--- config.mk ---
export PLATFORM = sky130hd
export DESIGN_NAME = irq_entry_exit
export DESIGN_NICKNAME = d
export VERILOG_FILES = /design/src/irq_seq_pkg.sv /design/src/irq_entry_exit.sv
export SDC_FILE = /design/constraint.sdc
export NUM_CORES = 1
export LEC_CHECK = 0
export ABC_AREA = 0
export ABC_CLOCK_PERIOD_IN_PS = 5620
export BUFFER_PORTS_ARGS = -buffer_cell sky130_fd_sc_hd__buf_4
export CORE_MARGIN = 3
export CORE_UTILIZATION = 45
export DETAILED_ROUTE_END_ITERATION = 7
export PLACE_DENSITY = 0.72
export REMOVE_ABC_BUFFERS = 1
export SYNTH_ARGS = -nofsm -noshare
export SYNTH_HDL_FRONTEND = slang
export SYNTH_SLANG_ARGS = --single-unit
--- constraint.sdc ---
create_clock -name clk_sys -period 5.62 [get_ports clk_sys]
set_input_delay 0.843 -clock clk_sys [delete_from_list [all_inputs] [get_ports clk_sys]]
set_output_delay 0.843 -clock clk_sys [all_outputs]
set_load 0.1 [all_outputs]
--- src/irq_seq_pkg.sv ---
/*
 * constants for the interrupt entry and return sequencer.
 * assumes a byte-wide memory port shared with the core, answering in the cycle after a request.
 */
package irq_seq_pkg;
   localparam int          ADDR_W        = 16;
   localparam int          NUM_SRC       = 40;
   localparam int          VEC_W         = 6;
   localparam logic [15:0] VEC_TOP       = 16'hfffe;
   localparam int          QUEUE_BYTES   = 3;
   localparam int          FLAGS_MASK_BIT = 3;
   localparam logic [7:0]  FLAGS_RESET   = 8'h08;
   localparam logic [15:0] SP_RESET      = 16'h00ff;
   localparam logic [15:0] PC_RESET      = 16'h0000;

   typedef enum logic [3:0] {
      ST_RUN     = 4'h0,
      ST_PUSH    = 4'h1,
      ST_VECHI   = 4'h2,
      ST_VECLO   = 4'h3,
      ST_FILL    = 4'h4,
      ST_POP     = 4'h5
   } seq_state_t;

   // stack order: pcl, pch, x, a, flags
   localparam logic [2:0] FRAME_BYTES = 3'h5;
   // read data is taken two cycles after the state that asks for it: strobe flop, then memory
   localparam logic [2:0] RD_LAT      = 3'h2;
endpackage : irq_seq_pkg

--- src/irq_entry_exit.sv ---
/*
 * cpu interrupt entry and exit sequencer: stacking, vector fetch, queue refill, return.
 * assumes the core raises instrDone at each instruction boundary and holds its registers
 * while busy is high; memory is a single byte port with a one-cycle read answer.
 */
// Operation
// - respond only if enabled and mask clear
// - mask flag set after reset
// - finish current instruction before entry
// - hardware entry reuses software trap sequence
// - push registers, then set mask flag
// - fetch vector of highest pending source
// - refill queue with three bytes from vector
// - mask set on entry, cleared by restore
// - return restores flags, a, x, pc
// - index upper byte is never stacked
// - highest priority served first after unmask
// - stack pcl first, flags last
// - sp ends one below stored flags
// - stacked pc is next instruction address
// - pop in reverse, refill three bytes
// - new request during routine stays pending
// - debug module may cause software trap
// - vector high byte first, low next
// - lower vector number wins priority
`timescale 1ns/100ps
module irq_entry_exit
   import irq_seq_pkg::*;
#(
   parameter int NSRC = NUM_SRC
) (
   input  wire logic                clk_sys,
   input  wire logic                resetn,
   input  wire logic [NSRC-1:0]     srcFlag,
   input  wire logic [NSRC-1:0]     srcEnable,
   input  wire logic                instrDone,
   input  wire logic [ADDR_W-1:0]   nextPc,
   input  wire logic [7:0]          accIn,
   input  wire logic [7:0]          idxLowIn,
   input  wire logic                trapOp,
   input  wire logic                debugTrap,
   input  wire logic                returnOp,
   input  wire logic                flagsWrEn,
   input  wire logic [7:0]          flagsWrData,
   input  wire logic                spWrEn,
   input  wire logic [ADDR_W-1:0]   spWrData,
   input  wire logic [7:0]          memRdData,
   output logic                     busy,
   output logic                     memRd,
   output logic                     memWr,
   output logic [ADDR_W-1:0]        memAddr,
   output logic [7:0]               memWrData,
   output logic [7:0]               flagsOut,
   output logic [ADDR_W-1:0]        spOut,
   output logic [ADDR_W-1:0]        pcOut,
   output logic [7:0]               accOut,
   output logic [7:0]               idxLowOut,
   output logic                     restoreDone,
   output logic [VEC_W-1:0]         servedVec,
   output logic [7:0]               queueByte,
   output logic                     queueValid
);

   initial begin
      if (NSRC < 1 || NSRC >= (1 << VEC_W)) $error("NSRC out of range");
   end

   // ----------------------------------------------------------------
   // priority selection
   // ----------------------------------------------------------------
   // flags are level inputs owned by the peripherals, so a request raised again after
   // software clears its flag simply stays visible until the mask drops
   function automatic logic [VEC_W-1:0] pickVec(input logic [NSRC-1:0] req);
      logic [VEC_W-1:0] v;
      v = '0;
      for (int i = NSRC - 1; i >= 0; i--) begin
         if (req[i]) v = VEC_W'(i);
      end
      return v;
   endfunction : pickVec

   wire logic [NSRC-1:0]    qualReq   = srcFlag & srcEnable;
   wire logic               anyReq    = |qualReq;
   wire logic               maskBit   = flagsOut[FLAGS_MASK_BIT];
   wire logic               hwTake    = anyReq & ~maskBit;
   wire logic               trapTake  = trapOp | debugTrap;
   wire logic [VEC_W-1:0]   pickedVec = pickVec(qualReq);

   seq_state_t          state_r;
   seq_state_t          state_nxt;
   logic [2:0]          cnt_r;
   logic [2:0]          cnt_nxt;
   logic [VEC_W-1:0]    vec_r;
   logic [7:0]          vecHi_r;
   logic [ADDR_W-1:0]   fetch_r;
   logic                pendRd_r;
   logic                pendRd2_r;

   // ----------------------------------------------------------------
   // push byte selection and vector address
   // ----------------------------------------------------------------
   wire logic [7:0] pushByte = (cnt_r == 3'h0) ? pcOut[7:0] :
                               (cnt_r == 3'h1) ? pcOut[15:8] :
                               (cnt_r == 3'h2) ? idxLowOut :
                               (cnt_r == 3'h3) ? accOut : flagsOut;
   wire logic [ADDR_W-1:0] vecAddr = VEC_TOP - ADDR_W'({vec_r, 1'b0});
   wire logic lastPush = (cnt_r == FRAME_BYTES - 3'h1);
   wire logic lastFill = (cnt_r == 3'(QUEUE_BYTES - 1));
   wire logic [ADDR_W-1:0] spInc = spOut + ADDR_W'(1);
   wire logic [ADDR_W-1:0] spDec = spOut - ADDR_W'(1);
   // strobes are registered, so every read waits for its data before the next step uses it
   wire logic [2:0] popEnd  = FRAME_BYTES + RD_LAT - 3'h1;
   wire logic popLast    = (state_r == ST_POP) && (cnt_r == popEnd);
   wire logic popCapture = (state_r == ST_POP) && (cnt_r >= RD_LAT);
   wire logic vecLoRd    = (state_r == ST_VECLO) && (cnt_r == 3'h0);
   wire logic vecHiCap   = (state_r == ST_VECLO) && (cnt_r == RD_LAT - 3'h1);
   wire logic vecLoad    = (state_r == ST_VECLO) && (cnt_r == RD_LAT);

   // ----------------------------------------------------------------
   // sequencer
   // ----------------------------------------------------------------
   always_comb begin
      state_nxt = state_r;
      cnt_nxt   = cnt_r;
      case (state_r)
         ST_RUN: begin
            if (instrDone && returnOp) begin
               state_nxt = ST_POP;
               cnt_nxt   = '0;
            end else if (instrDone && (hwTake || trapTake)) begin
               state_nxt = ST_PUSH;
               cnt_nxt   = '0;
            end
         end
         ST_PUSH: begin
            cnt_nxt = cnt_r + 3'h1;
            if (lastPush) state_nxt = ST_VECHI;
         end
         ST_VECHI: begin
            state_nxt = ST_VECLO;
            cnt_nxt   = '0;
         end
         ST_VECLO: begin
            cnt_nxt = cnt_r + 3'h1;
            if (vecLoad) begin
               state_nxt = ST_FILL;
               cnt_nxt   = '0;
            end
         end
         ST_FILL: begin
            cnt_nxt = cnt_r + 3'h1;
            if (lastFill) state_nxt = ST_RUN;
         end
         ST_POP: begin
            cnt_nxt = cnt_r + 3'h1;
            if (popLast) begin
               state_nxt = ST_FILL;
               cnt_nxt   = '0;
            end
         end
         default: state_nxt = ST_RUN;
      endcase
   end

   always_ff @(posedge clk_sys or negedge resetn) begin
      if (!resetn) begin
         state_r <= ST_RUN;
         cnt_r   <= '0;
      end else begin
         state_r <= state_nxt;
         cnt_r   <= cnt_nxt;
      end
   end

   // vector is latched once per entry; a trap takes the top slot, hardware the winner
   always_ff @(posedge clk_sys or negedge resetn) begin
      if (!resetn) begin
         vec_r <= '0;
      end else if (state_r == ST_RUN && instrDone && !returnOp && (hwTake || trapTake)) begin
         vec_r <= trapTake ? '0 : VEC_W'(pickedVec + VEC_W'(1));
      end
   end

   // ----------------------------------------------------------------
   // cpu registers held by the sequencer
   // ----------------------------------------------------------------
   wire logic popRead = (state_r == ST_POP) && (cnt_r < FRAME_BYTES);

   always_ff @(posedge clk_sys or negedge resetn) begin
      if (!resetn) begin
         flagsOut <= FLAGS_RESET;
         spOut    <= SP_RESET;
         pcOut    <= PC_RESET;
         accOut   <= '0;
         idxLowOut <= '0;
      end else begin
         if (state_r == ST_RUN && instrDone) begin
            pcOut     <= nextPc;
            accOut    <= accIn;
            idxLowOut <= idxLowIn;
         end
         if (state_r == ST_RUN && flagsWrEn) flagsOut <= flagsWrData;
         if (state_r == ST_RUN && spWrEn) spOut <= spWrData;
         if (state_r == ST_PUSH) begin
            spOut <= spDec;
            if (lastPush) flagsOut[FLAGS_MASK_BIT] <= 1'b1;
         end
         if (vecLoad) pcOut <= {vecHi_r, memRdData};
         if (popRead) spOut <= spInc;
         if (popCapture) begin
            case (cnt_r)
               RD_LAT: flagsOut <= memRdData;
               RD_LAT + 3'h1: accOut <= memRdData;
               RD_LAT + 3'h2: idxLowOut <= memRdData;
               RD_LAT + 3'h3: pcOut[15:8] <= memRdData;
               default: pcOut[7:0] <= memRdData;
            endcase
         end
      end
   end

   always_ff @(posedge clk_sys or negedge resetn) begin
      if (!resetn) vecHi_r <= '0;
      else if (vecHiCap) vecHi_r <= memRdData;
   end

   // ----------------------------------------------------------------
   // memory port and queue
   // ----------------------------------------------------------------
   wire logic fillRd = (state_r == ST_FILL);
   wire logic [ADDR_W-1:0] nxtAddr =
      (state_r == ST_PUSH)  ? spOut :
      (state_r == ST_VECHI) ? vecAddr :
      vecLoRd               ? vecAddr + ADDR_W'(1) :
      popRead               ? spInc :
      fillRd                ? pcOut + ADDR_W'(cnt_r) : '0;

   always_ff @(posedge clk_sys or negedge resetn) begin
      if (!resetn) begin
         memRd     <= 1'b0;
         memWr     <= 1'b0;
         memAddr   <= '0;
         memWrData <= '0;
         fetch_r   <= '0;
         pendRd_r  <= 1'b0;
         pendRd2_r <= 1'b0;
      end else begin
         memWr     <= (state_r == ST_PUSH);
         memRd     <= (state_r == ST_VECHI) || vecLoRd || popRead || fillRd;
         memAddr   <= nxtAddr;
         memWrData <= pushByte;
         fetch_r   <= nxtAddr;
         pendRd_r  <= fillRd;
         pendRd2_r <= pendRd_r;
      end
   end

   // fill bytes reach the queue one cycle after their read data stands
   always_ff @(posedge clk_sys or negedge resetn) begin
      if (!resetn) begin
         queueByte   <= '0;
         queueValid  <= 1'b0;
         busy        <= 1'b0;
         restoreDone <= 1'b0;
         servedVec   <= '0;
      end else begin
         queueValid  <= pendRd2_r;
         queueByte   <= memRdData;
         busy        <= (state_nxt != ST_RUN);
         restoreDone <= popLast;
         servedVec   <= vec_r;
      end
   end
endmodule : irq_entry_exit

==> out/qor.json <==
{
  "status": {"value": "finished clean"},
  "critPathMaxStageDelay": {"value": 0.80, "unit": "ns"},
  "finalMaxSlewViolations": {"value": 0},
  "boundary_pins": {"value": 251},
  "worst_slack": {"value": 2.25, "unit": "ns"},
  "regToRegSetupSlack": {"value": 2.25, "unit": "ns"},
  "total_power": {"value": 6700, "unit": "uW"},
  "maxSlewHeadroom": {"value": 0.221},
  "cts.repair_timing.setup_buffer_count": {"value": 0},
  "place.detailed.instances": {"value": 1235},
  "grt_start_max_net_pins": {"value": 85},
  "fin_tns_setup": {"value": 0, "unit": "ns"},
  "chipWidth": {"value": 132, "unit": "um"},
  "power_per_cell_area": {"value": 681, "unit": "nW/um2"},
  "inserted_diodes": {"value": 0},
  "worst-path-buf-inv": {"value": 1},
  "syn_inst": {"value": 813},
  "grt_pass1_wl": {"value": 37300, "unit": "um"},
  "max_freq": {"value": 296, "unit": "MHz"},
  "die_h": {"value": 132, "unit": "um"},
  "post-dp-hpwl": {"value": 17400, "unit": "um"},
  "route.detailed.drc": {"value": 0},
  "cts_htree_levels": {"value": 4},
  "critical_path_peak_fanout": {"value": 34},
  "finalNetCount": {"value": 1210},
  "critical-path-top-delay-family": {"value": "simple AND/OR/NAND/NOR gates"},
  "io_buffers": {"value": 250},
  "worst_ep_required_time": {"value": 5.92, "unit": "ns"},
  "cts_root_buffer": {"value": "clkbuf_16"},
  "element_type_at_the_critical_path_end": {"value": "flip-flop"},
  "worstPathCellList": {"value": "nor4_2 -> buf_4 -> nand2_2 -> nor2_1 -> o21ai_0 -> o31ai_1"},
  "cts_tree": {"value": "yes"},
  "detail_route.wl_per_cell": {"value": 18.8, "unit": "um"},
  "clk_transition_reported_paths": {"value": 0.06, "unit": "ns"},
  "layout_cells_excl_fill": {"value": 1267},
  "yosysUniqueCellTypes": {"value": 66},
  "grt_pass1_vias": {"value": 7151},
  "fin_skew": {"value": 0.00769, "unit": "ns"},
  "worstSkewPairLatency": {"value": 0.42, "unit": "ns"},
  "crit_path_top_delay_cell": {"value": "nor4_2"},
  "timing.final.crit_period": {"value": 3.37, "unit": "ns"},
  "grt_antenna_before_repair": {"value": 0},
  "count_of_hold_fix_buffers_inserted_at_cts": {"value": 0},
  "max-vdd-ir-drop": {"value": 0.431, "unit": "mV"},
  "max-cap-violations": {"value": 0},
  "syn_avg_cell_area": {"value": 8.84, "unit": "um2"},
  "holdCritPathClass": {"value": "reg -> reg"},
  "fill_cells": {"value": 1398},
  "cts_buffer_depth": {"value": 2},
  "final_hold_viol_count": {"value": 0},
  "ctsResizeCount": {"value": 0},
  "layout_worst_path_cycle_share": {"value": 0.600},
  "antenna_left": {"value": 0},
  "first_iter_violations": {"value": 561},
  "setup_slack_after_placement": {"value": 2.31, "unit": "ns"},
  "worst-slew-pin-transition": {"value": 1.16, "unit": "ns"},
  "synth_enable_flop_cells": {"value": 0},
  "gp_routability_congestion": {"value": 0.890},
  "cts-buffers-inserted": {"value": 17},
  "cp-start-kind": {"value": "flip-flop"},
  "cp.arrival": {"value": 3.68, "unit": "ns"},
  "die-area": {"value": 17500, "unit": "um2"},
  "grt.total_usage": {"value": 0.266},
  "globalRouteOverflowTotal": {"value": 0},
  "num_vias": {"value": 7290},
  "synth.cell_area": {"value": 7190, "unit": "um2"},
  "seq_area_frac_synth": {"value": 0.426},
  "floorplan.rows": {"value": 45},
  "core_area": {"value": 15400, "unit": "um2"},
  "drtPass1Iterations": {"value": 5},
  "synth-warning-count": {"value": 0},
  "setup_viol": {"value": 0},
  "start_util": {"value": 0.466},
  "critPathKind": {"value": "reg -> reg"},
  "wl": {"value": 23800, "unit": "um"},
  "register_bit_total_from_synthesis": {"value": 122},
  "grt_setup_unrepaired": {"value": "no"},
  "fin_util": {"value": 0.638},
  "total_leakage_power": {"value": 0.00463, "unit": "uW"},
  "ys_async_sr_fraction": {"value": 1.00},
  "layout-drive-gt1-share": {"value": 0.299},
  "clock_sink_count": {"value": 122},
  "synthToLayoutAreaGrowth": {"value": 36.9, "unit": "%"},
  "synth_ff_type": {"value": "dfrtp_1"},
  "via_per_inst": {"value": 5.75}
}
-- per-layer routing --
layer  global-route usage  routed length [um]
met4               0.0958                 598
met1                0.354                9840
met2                0.426               11400
met5                    0                   0
met3               0.0630                2000
-- power breakdown --
group,internal (uW),switching [uW]
logic,942,2950
clock network,762,393
registers,1220,428
total,2920,3770
-- layout make-up --
class	count	area (um2)	share of cell area
multi-input combinational	632	3910	0.397
sequential	122	3060	0.311
timing repair buffer	255	1910	0.195
clock buffer	20	457	0.0464
tap	211	264	0.0268
clock inverter	12	171	0.0174
inverter	15	56.3	0.00572
-- placed cells by master, fill, tap and decap left out, drive strengths merged, types with 6 or more instances in the layout --
master / n
a21oi: 38
a22o: 16
a22oi: 26
a32o: 6
and2: 7
and3: 6
buf: 255
clkbuf: 20
clkinv: 6
dfrtp: 113
dfstp: 9
ha: 14
inv: 14
mux2: 9
mux2i: 39
nand2: 144
nand3: 39
nand4: 7
nor2: 52
nor2b: 6
nor3: 15
nor4: 7
o2111ai: 6
o211ai: 7
o21ai: 73
o221ai: 7
o22ai: 12
o31ai: 6
xnor2: 16
xor2: 15
-- cells by family after synthesis --
| family | Yosys count | share of synthesized area |
|---|---|---|
| XOR/XNOR | 31 | 0.0378 |
| flip-flops | 122 | 0.426 |
| AND/OR/NAND/NOR | 305 | 0.194 |
| other | 1 | 0.000522 |
| multiplexers | 48 | 0.0684 |
| AO/OA/AOI/OAI | 232 | 0.215 |
| buffers and inverters | 59 | 0.0315 |
| adder cells (fa/ha/maj) | 15 | 0.0272 |
-- final timing paths --
| path | from | to | depth (start not counted) |
|---|---|---|---|
| setup / recovery | state_r[1] | vec_r[2] | 6 |
| hold / removal | pendRd2_r | queueValid | 0 |
| setup reg to reg | state_r[1] | vec_r[2] | 6 |
| hold reg to reg | pendRd2_r | queueValid | 0 |
| max in group asynchronous | resetn | spOut[3] | 2 |
| min in group asynchronous | resetn | spOut[9] | 1 |
-- metrics by stage --
stage	instance area (um2)	hold WS [ns]
4_1_cts	9840	0.354
2_1_floorplan	7020	0.331
5_1_grt	9840	0.366
6_report	9840	0.353
3_5_place_dp	9210	0.342
3_3_place_gp	9210	0.336
-- registers in the layout (all words and copies together) (netlist names), 6 cells and up --
register	flops
memWrData	8
flagsOut	8
pcOut	16
spOut	16
servedVec	6
idxLowOut	8
accOut	8
vec_r	6
memAddr	16
vecHi_r	8
queueByte	8
-- synth_stat cells, drive strengths merged, types with 16 or more instances --
cell type	count	share of area
nand2	144	0.075
dfrtp	113	0.39
o21ai	73	0.051
nor2	52	0.027
mux2i	39	0.054
nand3	39	0.027
a21oi	38	0.026
clkbuf	38	0.020
a22oi	26	0.027
a22o	16	0.019
xnor2	16	0.019
-- worst reg2reg max path, delay by kind of cell (launching register included) --
kind | cells | cell delay, ns
DFF | 1 | 0.53
and+or+nand+nor | 3 | 1.64
buffers and inverters | 1 | 0.28
AOI/OAI and AO/OA | 2 | 0.81
Power figures use the tool's default switching activity.
